$ cat config.mk
export PLATFORM = sky130hd
export DESIGN_NAME = oscillator_warmup_control
export DESIGN_NICKNAME = d
export VERILOG_FILES = /design/src/design/owc_pkg.sv /design/src/design/warmup_counter.sv /design/src/design/oscillator_warmup_control.sv
export VERILOG_INCLUDE_DIRS = /design/src /design/src/design
export SDC_FILE = /design/constraint.sdc
export NUM_CORES = 1
export LEC_CHECK = 0
export BUFFER_PORTS_ARGS = -buffer_cell sky130_fd_sc_hd__buf_2
export CAP_MARGIN = 10
export CORE_MARGIN = 2
export CORE_UTILIZATION = 35
export CTS_CLUSTER_DIAMETER = 100
export CTS_CLUSTER_SIZE = 20
export DETAILED_ROUTE_END_ITERATION = 8
export SLEW_MARGIN = 25
export SYNTH_ARGS = -nofsm -noshare
export SYNTH_HDL_FRONTEND = slang
export SYNTH_HIERARCHICAL = 1
export SYNTH_SLANG_ARGS = --single-unit
$ cat constraint.sdc
create_clock -name CLK_I -period 2.4 [get_ports CLK_I]
set_input_delay 0.36 -clock CLK_I [delete_from_list [all_inputs] [get_ports CLK_I]]
set_output_delay 0.36 -clock CLK_I [all_outputs]
set_load 0.02 [all_outputs]
$ cat src/design/owc_consts.svh
`ifndef OWC_CONSTS_SVH
`define OWC_CONSTS_SVH

// Register byte offsets (low address bits only are decoded).
`define OWC_OSC_OFS 8'h00
`define OWC_LOW_POWER_MODE_SELECT_OFS 8'h04
`define OWC_STAT_OFS 8'h08
`define OWC_MASK_OFS 8'h0C

// Reset values.
`define OWC_OSC_RST 32'h80010030
`define OWC_LOW_POWER_MODE_SELECT_RST 32'h00000103

// Bits that software can store; bits 1 and 0 of the oscillator register are not stored.
`define OWC_OSC_WMASK 32'hFFFFFFFC
`define OWC_LOW_POWER_MODE_SELECT_WMASK 32'h000F0307

// Oscillator control fields.
`define OWC_CNT_HIGH_MSB 31
`define OWC_CNT_HIGH_LSB 20
`define OWC_WU_HS_SRC_BIT 19
`define OWC_HS_SRC_BIT 17
`define OWC_INT_HS_EN_BIT 16
`define OWC_CNT_LOW_MSB 15
`define OWC_CNT_LOW_LSB 14
`define OWC_HS_CLKIN_EN_BIT 11
`define OWC_LS_SRC_BIT 10
`define OWC_EXT_LS_EN_BIT 9
`define OWC_EXT_HS_EN_BIT 8
`define OWC_WU_SPEED_BIT 3
`define OWC_WU_FLAG_BIT 1
`define OWC_WU_START_BIT 0

// Standby control fields.
`define OWC_PIN_KEEP_BIT 16
`define OWC_LS_AFTER_BIT 9
`define OWC_HS_AFTER_BIT 8
`define OWC_LPM_MSB 2
`define OWC_LPM_LSB 0

// Interrupt status bits.
`define OWC_EV_DONE_BIT 0
`define OWC_EV_RESTART_BIT 1
`define OWC_EV_W 2

`endif

$ cat src/design/owc_pkg.sv
package owc_pkg;

    typedef enum logic [2:0] {
        LPM_STOP = 3'h1,
        LPM_SLEEP = 3'h2,
        LPM_IDLE = 3'h3
    } lp_mode_e;

    typedef enum logic [1:0] {
        WU_IDLE = 2'h1,
        WU_COUNT = 2'h2
    } wu_state_e;

    typedef struct packed {
        wu_state_e state;
        logic done;
        logic [15:0] cnt;
        logic [15:0] target;
    } wu_s;

    typedef struct packed {
        logic [31:0] osc;
        logic [31:0] low_power_mode_select;
        logic [1:0] stat;
        logic [1:0] mask;
        logic irq;
        logic ph_wr;
        logic ph_rd;
        logic [7:0] ph_addr;
        logic ready;
        logic [31:0] rdata;
    } ctl_s;

endpackage

$ cat src/design/warmup_counter.sv
`timescale 1ns/10ps
module warmup_counter (
    // Clock and reset
    input wire logic clk_i,
    input wire logic rst_b_i,
    // Control
    input wire logic start_i,
    input wire logic tick_i,
    input wire logic [15:0] target_i,
    // Status
    output logic busy_o,
    output logic done_o
);
    owc_pkg::wu_s r;
    owc_pkg::wu_s n;

    always_comb begin
        n = r;
        n.done = 1'b0;
        unique case (r.state)
            owc_pkg::WU_IDLE: begin
            end
            owc_pkg::WU_COUNT: begin
                if (r.cnt >= r.target) begin
                    n.state = owc_pkg::WU_IDLE;
                    n.done = 1'b1;
                end else if (tick_i) begin
                    n.cnt = r.cnt + 16'h0001;
                end
            end
        endcase
        // A start while counting throws away the partial count. see
        if (start_i) begin
            n.state = owc_pkg::WU_COUNT;
            n.cnt = 16'h0000;
            n.target = target_i;
            n.done = 1'b0;
        end
    end

    always_ff @(posedge clk_i or negedge rst_b_i) begin
        if (!rst_b_i) begin
            r <= '{state: owc_pkg::WU_IDLE, done: 1'b0, cnt: 16'h0000, target: 16'h0000};
        end else begin
            r <= n;
        end
    end

    assign busy_o = r.state[1];
    assign done_o = r.done;
endmodule

$ cat src/design/oscillator_warmup_control.sv
// The register addresses and the AHB-Lite interface to the registers were chosen for this implementation.
`timescale 1ns/10ps
`include "owc_consts.svh"
// Behaviour
// Oscillator bit 17 picks high-speed source: 0 internal, 1 external.
// Software should stop the internal oscillator after switching to external.
// Oscillator bit 16 runs (1) or stops (0) the internal high-speed oscillator.
// Bits 15-14 hold warm-up count low part; software writes 00 for high-speed.
// Oscillator bit 11 enables the external high-speed clock input.
// Oscillator bit 10 picks low-speed source: 0 crystal, 1 clock pin.
// Oscillator bit 9 runs or stops the external low-speed oscillator.
// Oscillator bit 8 runs or stops the external high-speed oscillator.
// Oscillator bit 3 picks warm-up clock: 0 high-speed, 1 low-speed.
// Oscillator bit 1 reads 1 while warm-up counts, 0 when finished.
// Writing 1 to oscillator bit 0 starts warm-up; it reads 0.
// The external high-speed clock pin never clocks the warm-up timer.
// Standby register resets with bit 8 set and mode field 011.
// Mode field codes: 001 STOP, 010 SLEEP, 011 IDLE, others reserved.
// Standby bits 8 and 9 set oscillators after STOP release if not system clock.
// Warm-up timer is 16 bits, upper 12 from the high count field.
// Standby bit 16 keeps pin drivers active during STOP.
// Timer counts warm-up clock ticks to the target, then clears the flag.
module oscillator_warmup_control (
    // Clock and reset
    input wire logic CLK_I,
    input wire logic RST_B_I,
    // AHB-Lite slave
    input wire logic HSEL_I,
    input wire logic [31:0] HADDR_I,
    input wire logic [1:0] HTRANS_I,
    input wire logic HWRITE_I,
    input wire logic [2:0] HSIZE_I,
    input wire logic [31:0] HWDATA_I,
    input wire logic HREADY_I,
    output logic [31:0] HRDATA_O,
    output logic HREADYOUT_O,
    output logic HRESP_O,
    // Oscillator ticks, one-cycle pulses per oscillator period
    input wire logic INTERNAL_HS_OSCILLATOR_TICK_I,
    input wire logic EHOSC_TICK_I,
    input wire logic ELOSC_TICK_I,
    input wire logic ELCLKIN_TICK_I,
    // Power management
    input wire logic STOP_RELEASE_I,
    input wire logic HS_IS_SYSCLK_I,
    input wire logic LS_IS_SYSCLK_I,
    // Oscillator controls
    output logic INTERNAL_HS_OSC_ENABLE_O,
    output logic EXT_HS_OSC_ENABLE_O,
    output logic EXT_LS_OSC_ENABLE_O,
    output logic EXT_HS_CLOCK_INPUT_ENABLE_O,
    output logic HS_SOURCE_SELECT_O,
    output logic LS_SOURCE_SELECT_O,
    // Standby controls
    output logic [2:0] LOW_POWER_MODE_SELECT_O,
    output logic STOP_PIN_DRIVE_KEEP_O,
    output logic HS_OSC_AFTER_STOP_O,
    output logic LS_OSC_AFTER_STOP_O,
    // Status
    output logic WARMUP_ACTIVE_FLAG_O,
    output logic IRQ_O
);
    owc_pkg::ctl_s r;
    owc_pkg::ctl_s n;
    logic accept;
    logic hs_tick;
    logic ls_tick;
    logic wu_tick;
    logic wu_start;
    logic wu_busy;
    logic wu_done;
    logic [1:0] clr;
    logic [1:0] ev;
    logic [15:0] target;

    function automatic logic [31:0] read_reg(input logic [7:0] addr, input owc_pkg::ctl_s s,
                                              input logic busy);
        logic [31:0] v;
        v = 32'h00000000;
        unique case (addr)
            `OWC_OSC_OFS: begin
                v = s.osc;
                v[`OWC_WU_FLAG_BIT] = busy;
                v[`OWC_WU_START_BIT] = 1'b0;
            end
            `OWC_LOW_POWER_MODE_SELECT_OFS: v = s.low_power_mode_select;
            `OWC_STAT_OFS: v[1:0] = s.stat;
            `OWC_MASK_OFS: v[1:0] = s.mask;
            default: v = 32'h00000000;
        endcase
        return v;
    endfunction

    function automatic logic [31:0] merge(input logic [31:0] old, input logic [31:0] wd,
                                          input logic [31:0] wmask);
        return (old & ~wmask) | (wd & wmask);
    endfunction

    assign accept = HSEL_I && HREADY_I && HTRANS_I[1];

    // The high-speed warm-up source comes only from the two oscillators, so the
    // external high-speed clock pin can never drive the timer. see
    assign hs_tick = r.osc[`OWC_WU_HS_SRC_BIT] ? EHOSC_TICK_I : INTERNAL_HS_OSCILLATOR_TICK_I;
    assign ls_tick = r.osc[`OWC_LS_SRC_BIT] ? ELCLKIN_TICK_I : ELOSC_TICK_I;
    assign wu_tick = r.osc[`OWC_WU_SPEED_BIT] ? ls_tick : hs_tick;

    always_comb begin
        n = r;
        clr = 2'h0;
        wu_start = 1'b0;
        // Writes land at the end of the data phase.
        if (r.ph_wr) begin
            unique case (r.ph_addr)
                `OWC_OSC_OFS: begin
                    // The low count field is stored as written. see
                    n.osc = merge(r.osc, HWDATA_I, `OWC_OSC_WMASK);
                    wu_start = HWDATA_I[`OWC_WU_START_BIT];
                end
                `OWC_LOW_POWER_MODE_SELECT_OFS: n.low_power_mode_select = merge(r.low_power_mode_select, HWDATA_I, `OWC_LOW_POWER_MODE_SELECT_WMASK);
                `OWC_STAT_OFS: clr = HWDATA_I[1:0];
                `OWC_MASK_OFS: n.mask = HWDATA_I[1:0];
                default: begin
                end
            endcase
        end
        // Oscillators that are not the system clock take their standby setting on
        // release from STOP; the selected high-speed oscillator is the one affected.
        if (STOP_RELEASE_I) begin
            if (!HS_IS_SYSCLK_I) begin
                if (n.osc[`OWC_HS_SRC_BIT]) begin
                    n.osc[`OWC_EXT_HS_EN_BIT] = r.low_power_mode_select[`OWC_HS_AFTER_BIT];
                end else begin
                    n.osc[`OWC_INT_HS_EN_BIT] = r.low_power_mode_select[`OWC_HS_AFTER_BIT];
                end
            end
            if (!LS_IS_SYSCLK_I) begin
                n.osc[`OWC_EXT_LS_EN_BIT] = r.low_power_mode_select[`OWC_LS_AFTER_BIT];
            end
        end
        ev = 2'h0;
        ev[`OWC_EV_DONE_BIT] = wu_done;
        ev[`OWC_EV_RESTART_BIT] = wu_start && wu_busy;
        // An event in the clearing cycle survives the clear.
        n.stat = (r.stat & ~clr) | ev;
        n.irq = |(n.stat & n.mask);
        n.ph_wr = accept && HWRITE_I;
        n.ph_rd = accept && !HWRITE_I;
        if (accept) begin
            n.ph_addr = HADDR_I[7:0];
        end
        // Reads take one wait state so a preceding write is always seen.
        n.ready = !(accept && !HWRITE_I);
        if (r.ph_rd) begin
            n.rdata = read_reg(r.ph_addr, r, wu_busy);
        end
    end

    // Timer target: high field, low field, then two zero bits. see
    assign target = {n.osc[`OWC_CNT_HIGH_MSB:`OWC_CNT_HIGH_LSB],
                     n.osc[`OWC_CNT_LOW_MSB:`OWC_CNT_LOW_LSB], 2'h0};

    warmup_counter counter (
        .clk_i(CLK_I),
        .rst_b_i(RST_B_I),
        .start_i(wu_start),
        .tick_i(wu_tick),
        .target_i(target),
        .busy_o(wu_busy),
        .done_o(wu_done)
    );

    always_ff @(posedge CLK_I or negedge RST_B_I) begin
        if (!RST_B_I) begin
            r <= '{osc: `OWC_OSC_RST, low_power_mode_select: `OWC_LOW_POWER_MODE_SELECT_RST, stat: 2'h0, mask: 2'h0,
                   irq: 1'b0, ph_wr: 1'b0, ph_rd: 1'b0, ph_addr: 8'h00, ready: 1'b1,
                   rdata: 32'h00000000};
        end else begin
            r <= n;
        end
    end

    assign HRDATA_O = r.rdata;
    assign HREADYOUT_O = r.ready;
    assign HRESP_O = 1'b0;
    assign HS_SOURCE_SELECT_O = r.osc[`OWC_HS_SRC_BIT];
    assign INTERNAL_HS_OSC_ENABLE_O = r.osc[`OWC_INT_HS_EN_BIT];
    assign EXT_HS_CLOCK_INPUT_ENABLE_O = r.osc[`OWC_HS_CLKIN_EN_BIT];
    assign LS_SOURCE_SELECT_O = r.osc[`OWC_LS_SRC_BIT];
    assign EXT_LS_OSC_ENABLE_O = r.osc[`OWC_EXT_LS_EN_BIT];
    assign EXT_HS_OSC_ENABLE_O = r.osc[`OWC_EXT_HS_EN_BIT];
    // Reserved mode codes are passed on unchanged; the power controller ignores them.
    assign LOW_POWER_MODE_SELECT_O = r.low_power_mode_select[`OWC_LPM_MSB:`OWC_LPM_LSB];
    assign STOP_PIN_DRIVE_KEEP_O = r.low_power_mode_select[`OWC_PIN_KEEP_BIT];
    assign HS_OSC_AFTER_STOP_O = r.low_power_mode_select[`OWC_HS_AFTER_BIT];
    assign LS_OSC_AFTER_STOP_O = r.low_power_mode_select[`OWC_LS_AFTER_BIT];
    assign WARMUP_ACTIVE_FLAG_O = wu_busy;
    assign IRQ_O = r.irq;
endmodule

# ---- Word-level counts from Yosys, hierarchy flattened
# Cells that the tools add are included.
dict set report totals {
  output_inout_bits 48
  inputBits 81
  register_bits 145
}
dict set report op_classes {
  muxes 26
  eq_ne 5
  n_bitwise 6
  n_reduce_logical 16
  n_lt_le_gt_ge 1
  n_addsub 1
}
# op count
set op_table {}
lappend op_table {{two-way mux 32 bit} 2}
lappend op_table {{two-way mux 64 bit} 1}
lappend op_table {{one-hot mux 30 bit (2 select lines)} 1}
lappend op_table {{two-way mux 35 bit} 1}
lappend op_table {{two-way mux 16 bit} 2}
lappend op_table {{OR 2 x 32 -> 32 bit} 1}
lappend op_table {{OR 32 x 20 -> 32 bit} 1}
lappend op_table {{two-way mux 19 bit} 1}
lappend op_table {{adder 16 x 1 -> 16 bit, second input constant} 1}
lappend op_table {{== test 8 x 4 -> 1 bit, second input constant} 2}
lappend op_table {{>= comparator 16 bit} 1}
lappend op_table {{two-way mux 1 bit} 11}
lappend op_table {{two-way mux 2 bit} 5}
lappend op_table {{== test 8 x 3 -> 1 bit, second input constant} 1}
lappend op_table {{zero test 8 bit} 1}
lappend op_table {{one-hot mux 2 bit (4 select lines)} 1}
lappend op_table {{AND reduction 2 bit} 3}
lappend op_table {{nonzero test 2 bit} 3}
lappend op_table {{logical AND 1 bit} 5}
lappend op_table {{AND 2 bit} 2}
lappend op_table {{two-way mux 3 bit} 1}
lappend op_table {{AND reduction 3 bit} 1}
lappend op_table {{== test 2 bit, second input constant} 1}
lappend op_table {{zero test 1 bit} 2}
lappend op_table {{4 further kinds} 4}

# ---- Depth between registers and ports, before layout
# Gate-level depths: netlist of the first run.
dict set report depth {
  word_depth 8
  depth_mapped 10
  mapped_depth_nobuf 8
}

# ---- Hierarchy
# Netlist of the first run, hierarchy kept.
# module area_per_inst_um2 cells_per_inst instances seq_area_each_um2
set modules_own_cells {}
lappend modules_own_cells {oscillator_warmup_control 3911.3 331 1 2187.1}
lappend modules_own_cells {warmup_counter 2180.8 222 1 877.1}

# ---- Worst setup path before layout of the first run
# Ideal clock, no wire load.
dict set report synth_path {
  kind {register -> register}
  from {reg counter/r[22] (netlist name)}
  to {reg counter/r[30] (netlist name)}
  arrival_time_ns 2.088
  setup_slack_ns 0.187
  path_stages_with_launch 8
  period_less_slack_ns 2.213
  required_ns 2.275
  cell_sequence {dfrtp_1 ha_1 a41oi_1 o21ai_1 a211o_2 buf_6 nor4_4 mux2_4}
}
dict set report synth_between {
  elab_chain_cells 5
  elab_cells_between_ends 8
}
# item line
set synth_rtl {}
lappend synth_rtl {{start, declared} warmup_counter.sv:14} ;# owc_pkg::wu_s r;
lappend synth_rtl {{start signal, assigned} warmup_counter.sv:43} ;# r <= '{state: owc_pkg::WU_IDLE, done: 1'b0, cnt: 16'h0000, target: 16'h0000};
lappend synth_rtl {{start signal, assigned} warmup_counter.sv:45} ;# r <= n;
lappend synth_rtl {{adder 16 x 1 -> 16 bit} warmup_counter.sv:28} ;# n.cnt = r.cnt + 16'h0001;
lappend synth_rtl {{two-way mux 16 bit} warmup_counter.sv:27} ;# end else if (tick_i) begin
lappend synth_rtl {{two-way mux 16 bit} warmup_counter.sv:24} ;# if (r.cnt >= r.target) begin
lappend synth_rtl {{two-way mux 19 bit} warmup_counter.sv:20} ;# unique case (r.state)
lappend synth_rtl {{two-way mux 35 bit} warmup_counter.sv:33} ;# if (start_i) begin
# Parallel ways exist; a longest one is shown, timed or not. The select of a mux whose other input is x is not followed.
# A chain may end at the register's enable or synchronous reset.

# ---- Final worst setup path of the first run
dict set report layout_path {
  from {reg r[38] (netlist name)}
  to {reg counter/r[19] (netlist name)}
}
dict set report layout_between {
  elab_chain_cells 5
  elab_cells_between_ends 8
}
# item line
set layout_rtl {}
lappend layout_rtl {{start, declared} oscillator_warmup_control.sv:63} ;# owc_pkg::ctl_s r;
lappend layout_rtl {{start signal, assigned} oscillator_warmup_control.sv:174} ;# r <= '{osc: `OWC_OSC_RST, low_power_mode_select: `OWC_LOW_POWER_MODE_SELECT_RST, stat: 2'h0, mask: 2'h0,
lappend layout_rtl {{start signal, assigned} oscillator_warmup_control.sv:178} ;# r <= n;
lappend layout_rtl {{zero test 8 bit *} oscillator_warmup_control.sv:113} ;# unique case (r.ph_addr)
lappend layout_rtl {{two-way mux 1 bit *} oscillator_warmup_control.sv:113}
lappend layout_rtl {{two-way mux 1 bit *} oscillator_warmup_control.sv:112} ;# if (r.ph_wr) begin
lappend layout_rtl {{via wu_start} oscillator_warmup_control.sv:69} ;# logic wu_start;
lappend layout_rtl {{inequality test 2 x 1 -> 1 bit (no source line) / nonzero test 2 bit (equally long branches)} -}
lappend layout_rtl {{AND reduction 3 bit (no source line)} -}
# Mark *: on every way through the listed nets, which the timed path passes. The rest lies on a longest branch.

==> results of run 1 <==
## power breakdown
part / total, mW / internal [mW] / switching (mW)
clock: 2.36 / 1.47 / 0.889
sequential: 2.39 / 2.26 / 0.130
combinational: 0.747 / 0.327 / 0.421
total: 5.50 / 4.06 / 1.44
## kinds of logic (layout without fill, tap and decap cells)
| group | count (synthesis) | count (layout) | synth area share (%) |
|---|---|---|---|
| and+or+nand+nor | 149 | 149 | 14.9 |
| AOI/OAI and AO/OA | 100 | 100 | 10.9 |
| adders and majority gates | 17 | 17 | 3.49 |
| buffers and inverters | 108 | 207 | 9.69 |
| DFF | 122 | 122 | 50.3 |
| muxes | 56 | 56 | 10.6 |
| other | 1 | 3 | 0.0616 |
## state kept, by name, indices dropped and copies added (netlist names)
| signal | cells |
|---|---|
| EXT_LS_OSC_ENABLE_O | 1 |
| LS_SOURCE_SELECT_O | 1 |
| EXT_HS_CLOCK_INPUT_ENABLE_O | 1 |
| HRDATA_O | 32 |
| LOW_POWER_MODE_SELECT_O | 3 |
| IRQ_O | 1 |
| INTERNAL_HS_OSC_ENABLE_O | 1 |
| HS_SOURCE_SELECT_O | 1 |
| LS_OSC_AFTER_STOP_O | 1 |
| STOP_PIN_DRIVE_KEEP_O | 1 |
| r | 41 |
| counter/busy_o | 1 |
| counter/done_o | 1 |
| EXT_HS_OSC_ENABLE_O | 1 |
| HREADYOUT_O | 1 |
| counter/r | 33 |
| HS_OSC_AFTER_STOP_O | 1 |
## placed cells by master (no fill, tap or decap), drive strengths merged, types with 15 or more instances in the layout
master and n:
buf 126, dfrtp 113, mux2 53, inv 49, o21ai 42, nand3 34
nand2 26, nor2 25, clkbuf 21, ha 17, a21oi 15
## through the flow
step | cell area [um^2] | setup slack (ps) | power, mW | instances | setup TNS, ps
after global placement | 6710 | 73.6 | 3.14 | 844 | 0
after floorplan | 6100 | 187 | 2.91 | 555 | 0
after CTS | 7290 | 33.1 | 5.56 | 877 | 0
final | 7350 | 63.7 | 5.50 | 879 | 0
after detailed placement | 6710 | 15.7 | 3.17 | 844 | 0
after global routing | 7350 | -8.98 | 5.77 | 879 | -25.8
## routing by layer
metal / GRT usage, % / wire, um / up-vias
met4: 6.37 / 174 / 0
met1: 18.8 / 5860 / 2114
met2: 24.8 / 6510 / 96
met3: 4.21 / 619 / 11
li1: - / - / 2097
met5: 0 / 0 / -
## worst max-delay path: stages, from the launching register on
cell and delay (ps):
dfrtp_1 420, or4_4 600, nor2_2 160, and3_4 240
inv_1 90, nand2b_1 150, nor4_4 40, buf_4 190
a221o_1 300
## final cells by class
class	count	share of cell area (%)
tap	225	3.83
clock buffer	21	6.27
timing repair buffer	127	10.4
inverter	48	2.45
clock inverter	11	1.29
multi-input combinational	325	34.1
sequential	122	41.7
## path summary, 6_finish.rpt
check	endpoint	start	cells past startpoint
setup / recovery	counter/r[19]$_DFFE_PN0P_	r[38]$_DFFE_PN0P_	8
hold / removal	HREADYOUT_O$_DFF_PN1_	HWRITE_I	3
setup reg to reg	counter/r[19]$_DFFE_PN0P_	r[38]$_DFFE_PN0P_	8
hold reg to reg	r[46]$_DFF_PN0_	counter/done_o$_DFF_PN0_	1
max in group asynchronous	r[84]$_DFFE_PN1P_	RST_B_I	3
min in group asynchronous	r[41]$_DFF_PN0_	RST_B_I	2
## repair_timing
action,CTS,global route
pin swaps,0,3
hold endpoints to repair,40,0
setup buffers,0,2
resized for setup,1,9
hold buffers,1,0
setup endpoints to repair,1,11
==> summary.md, run 1 <==
| Metric | Value |
|---|---|
| Area of the mapped netlist | `6090 um^2` |
| Largest net degree at the start of global routing | `47` |
| Most instantiated cells after synthesis | `113 x dfrtp_1, 51 x mux2_2, 48 x inv_1, 41 x o21ai_0, 39 x buf_4` |
| Iteration-0 DRC Markers | `188` |
| Vias per Instance | `4.91` |
| Final Critical Period | `2340 ps` |
| Initial antenna violation count | `0` |
| Final Wtd Congestion | `0.854` |
| Reg2reg setup slack | `60 ps` |
| Max Slew Vio Count | `0` |
| Lkg Pwr | `3.52 nW` |
| Worst EP arrival | `2630 ps` |
| Crit Path Max Fanout | `8` |
| Hold Crit Class | `input pin to flip-flop` |
| Layout cells sized above 1 | `38.7%` |
| Core area | `17200 um^2` |
| PwrDens | `748 nW/um^2` |
| HPWL after DPL | `9.40 mm` |
| Drt first pass iters | `5` |
| Worst Max-Slew Pin Slew | `634 ps` |
| Mapped Cells | `553` |
| Reg clk slew, reported paths | `50 ps` |
| Yosys cell types | `73` |
| Seq/Total Area, Yosys | `50.3%` |
| All-Layer GR Usage | `15.1%` |
| Storage cell area | `3070 um^2` |
| Max Root-Sink Buffers | `2` |
| I/O Buffers | `99` |
| CTS root buf | `clkbuf_16` |
| Wire per inst | `15.0 um` |
| Via count | `4318` |
| Initial Utilization | `35.5%` |
| GRT overflow | `0` |
| Number of global-route vias before repair | `4382` |
| Status | `finished clean` |
| FF+latch count, synth | `122` |
| Max-Cap Viols | `0` |
| Clock Latency Late Sink | `420 ps` |
| Max H-tree Level | `4` |
| Fin Hold WS | `173 ps` |
| Final net count | `739` |
| Post-synth EDFFs | `0` |
| # rows | `48` |
| Routed Antenna Nets | `0` |
| Die ar. | `18500 um^2` |
| Layout Utilization | `42.8%` |
| Die height | `136 um` |
| Die W | `136 um` |
| Area occupied by multi-input gates | `2500 um^2` |
| Kind of start point of the critical path | `flip-flop` |
| CP Data Required Time | `2690 ps` |
| Setup CP Type | `flip-flop to flip-flop` |
| Top_reg_cell synth | `dfrtp_1` |
| Slew HR | `57.6%` |
| Top cells by area, synth | `dfrtp_1 46%, mux2_2 9.4%, buf_4 4.8%, dfstp_2 3.9%, ha_1 3.5%` |
| DRT Wirelength | `13.2 mm` |
| Leading area contributor after synthesis | `dfrtp_1` |
| Top-area cell type share of the netlist area | `46.4%` |
| VDD IR max | `402 uV` |
| # diodes | `0` |
| Most common cell in the netlist | `dfrtp_1` |
| Clk_skew | `14.0 ps` |
| CTS tree | `done` |
| I/O pins | `129` |
| Clock sink total | `122` |
| Fillers | `1669` |
| Crit end category | `flip-flop` |
| Synth warn | `6` |
| First-pass GRT wire length | `21.6 mm` |
| Final period util | `97.3%` |
| Final Hold Viols | `0` |
| CTS Buf Count | `17` |
| Fmax | `428 MHz` |
| P&R area growth vs syn | `20.6%` |
| DR DRC count | `0` |
| Final setup violating endpoints | `0` |
| Post-Syn Area per Cell | `11.0 um^2` |
| Synth async-reset ratio | `100%` |
Power figures use the tool's default switching activity.
==> run 2: changes to the inputs <==
--- a/config.mk
+++ b/config.mk
@@ -13,6 +13,7 @@
 export CTS_CLUSTER_DIAMETER = 100
 export CTS_CLUSTER_SIZE = 20
 export DETAILED_ROUTE_END_ITERATION = 8
+export SETUP_SLACK_MARGIN = 0.3
 export SLEW_MARGIN = 25
 export SYNTH_ARGS = -nofsm -noshare
 export SYNTH_HDL_FRONTEND = slang
==> run 2 against run 1 <==
Effect of this change: die area is the same; total power grew 3.0%; count of clock-buffer cells in the layout grew 4; sequential power is essentially flat; core utilization grew 3.4 points; combinational power grew 24%; clock skew shrank 8.2 ps; final cell count grew 3.3%; critical endpoint is now counter/r[33]$_DFFE_PN1P_.
==> summary.md, run 2 (synthesized netlist as in run 1, its figures left out) <==
| Metric | Value |
|---|---|
| Slew HR | `60.1%` |
| First-pass GRT wire length | `22.9 mm` |
| Final worst setup slack | `212 ps` |
| Combinational share of power | `16.3%` |
| Routed Antenna Nets | `0` |
| Largest net degree at the start of global routing | `65` |
| R2R Path End | `counter/r[33]$_DFFE_PN1P_` |
| Max Slew Vio Count | `0` |
| P&R area growth vs syn | `30.3%` |
| Via count | `4539` |
| Setup TNS | `0 ps` |
| Status | `finished clean` |
| CTS tree | `done` |
| Initial Utilization | `35.5%` |
| WP buf/inv | `1` |
| HPWL after DPL | `9.21 mm` |
| CTS root buf | `clkbuf_16` |
| Worst r2r path cells | `7` |
| Commonest non-fill, non-tap cell in the layout | `dfrtp_1` |
| Worst EP arrival | `2530 ps` |
| Slowest CP cell | `dfrtp_2` |
| Die height | `136 um` |
| Kind of start point of the critical path | `flip-flop` |
| Initial antenna violation count | `0` |
| I/O pins | `129` |
| DRT Wirelength | `14.2 mm` |
| Clock Power Share | `41.5%` |
| Fmax | `457 MHz` |
| Final period util | `91.2%` |
| Crit Path Max Fanout | `7` |
| DR DRC count | `0` |
| Clock Latency Late Sink | `410 ps` |
| Clk_skew | `5.87 ps` |
| Final setup violating endpoints | `0` |
| All-Layer GR Usage | `15.8%` |
| Reg clk slew, reported paths | `50 ps` |
| Iteration-0 DRC Markers | `192` |
| Reg2reg setup slack | `210 ps` |
| Die W | `136 um` |
| Die ar. | `18500 um^2` |
| Max Root-Sink Buffers | `2` |
| Final net count | `768` |
| CTS Buf Count | `17` |
| VDD IR max | `477 uV` |
| Worst Max-Slew Pin Slew | `599 ps` |
| Hold Crit Class | `input pin to flip-flop` |
| # diodes | `0` |
| Lkg Pwr | `3.68 nW` |
| Switching share of total power | `26.1%` |
| Core area | `17200 um^2` |
| Biggest register | `r` |
| Family with the most delay on the worst path | `compound AO/OA/AOI/OAI gates` |
| Drt first pass iters | `4` |
| PwrDens | `714 nW/um^2` |
| Unrepaired setup endpoints after global routing | `true` |
| Largest register FFs | `41` |
| Critical R2R Launch | `counter/r[25]$_DFFE_PN0P_` |
| Clock sink total | `122` |
| Seq pwr share | `42.2%` |
| Vias per Instance | `5.00` |
| Final Hold Viols | `0` |
| Max-Cap Viols | `0` |
| Final Critical Period | `2190 ps` |
| Commonest non-fill, non-tap cells in the layout | `106 x dfrtp_1, 98 x buf_2, 50 x mux2_2, 43 x inv_1, 41 x buf_4` |
| I/O Buffers | `99` |
| # rows | `48` |
| CP Depth | `7` |
| Wire per inst | `15.7 um` |
| Psw | `1.48 mW` |
| Crit path largest cell delay | `440 ps` |
| Number of global-route vias before repair | `4667` |
| Pre-CTS setup slack | `-2.78 ps` |
| Max H-tree Level | `4` |
| Internal Pwr Total | `4.19 mW` |
| Crit-path cells | `ha_1 -> a21oi_2 -> nor3_2 -> a211o_4 -> buf_4 -> o31a_1 -> a21o_1` |
| Layout cells sized above 1 | `47.0%` |
| Final Wtd Congestion | `0.856` |
| GRT overflow | `0` |
| Crit end category | `flip-flop` |
| Crit path launch | `counter/r[25]$_DFFE_PN0P_` |
| Setup CP Type | `flip-flop to flip-flop` |
| CP Data Required Time | `2740 ps` |
| Crit path to | `counter/r[33]$_DFFE_PN1P_` |
[run 2: worst min-delay path by stage]
stage,startpoint,endpoint,cells past startpoint
2_1_floorplan,RST_B_I,EXT_HS_CLOCK_INPUT_ENABLE_O$_DFFE_PN0P_,0
3_3_place_gp,RST_B_I,r[41]$_DFF_PN0_,1
3_5_place_dp,RST_B_I,counter/done_o$_DFF_PN0_,1
4_1_cts,HWDATA_I[4],r[84]$_DFFE_PN1P_,2
5_1_grt,HADDR_I[6],r[39]$_DFFE_PN0P_,2
6_report,HWDATA_I[4],r[84]$_DFFE_PN1P_,2
[run 2: routing by layer]
layer	wire length, um	up-vias	GRT usage, %	share of wire (%)
met5	0	-	0	0
met4	370	0	6.77	2.6
met3	668	27	3.84	4.7
met2	7190	115	26.5	50
met1	6020	2241	19.3	42
li1	-	2156	-	-
[run 2: stage by stage]
step / std cells / utilization (%) / cell area, um^2 / hold slack (ps) / power (mW)
2_1_floorplan: 555 / - / 6140 / 64.4 / 2.92
3_3_place_gp: 843 / 39.1 / 6720 / 398 / 3.14
3_5_place_dp: 843 / 39.2 / 6730 / 409 / 3.17
4_1_cts: 898 / 44.7 / 7680 / 159 / 5.63
5_1_grt: 908 / 46.2 / 7940 / 159 / 5.92
6_report: 908 / 46.2 / 7940 / 179 / 5.67
[run 2: layout make-up]
cell class | count | area (um^2)
clock buffers | 25 | 485
clock inverters | 7 | 66.3
fillers | 1572 | 9240
inverters | 48 | 185
multi-input cells | 327 | 2830
flip-flops and latches | 122 | 3070
well taps | 225 | 282
repair buffers | 154 | 1010
[run 2: what timing repair did]
item / CTS / global route
hold endpoints to repair: 36 / 0
endpoints found under the setup margin: 29 / 23
resized for setup: 47 / 31
buffers inserted: 21 / 8
hold buffers: 1 / 0
cloned: 1 / 2
pin swaps: 24 / 22
[run 2: power by group through the flow]
stage | Sequential, mW | Combinational, mW | Clock [mW]
after detailed placement | 2.43 | 0.745 | 0
after CTS | 2.38 | 0.845 | 2.41
after floorplan | 2.44 | 0.473 | 0
after global routing | 2.42 | 1.00 | 2.51
after global placement | 2.41 | 0.725 | 0
final | 2.39 | 0.923 | 2.35
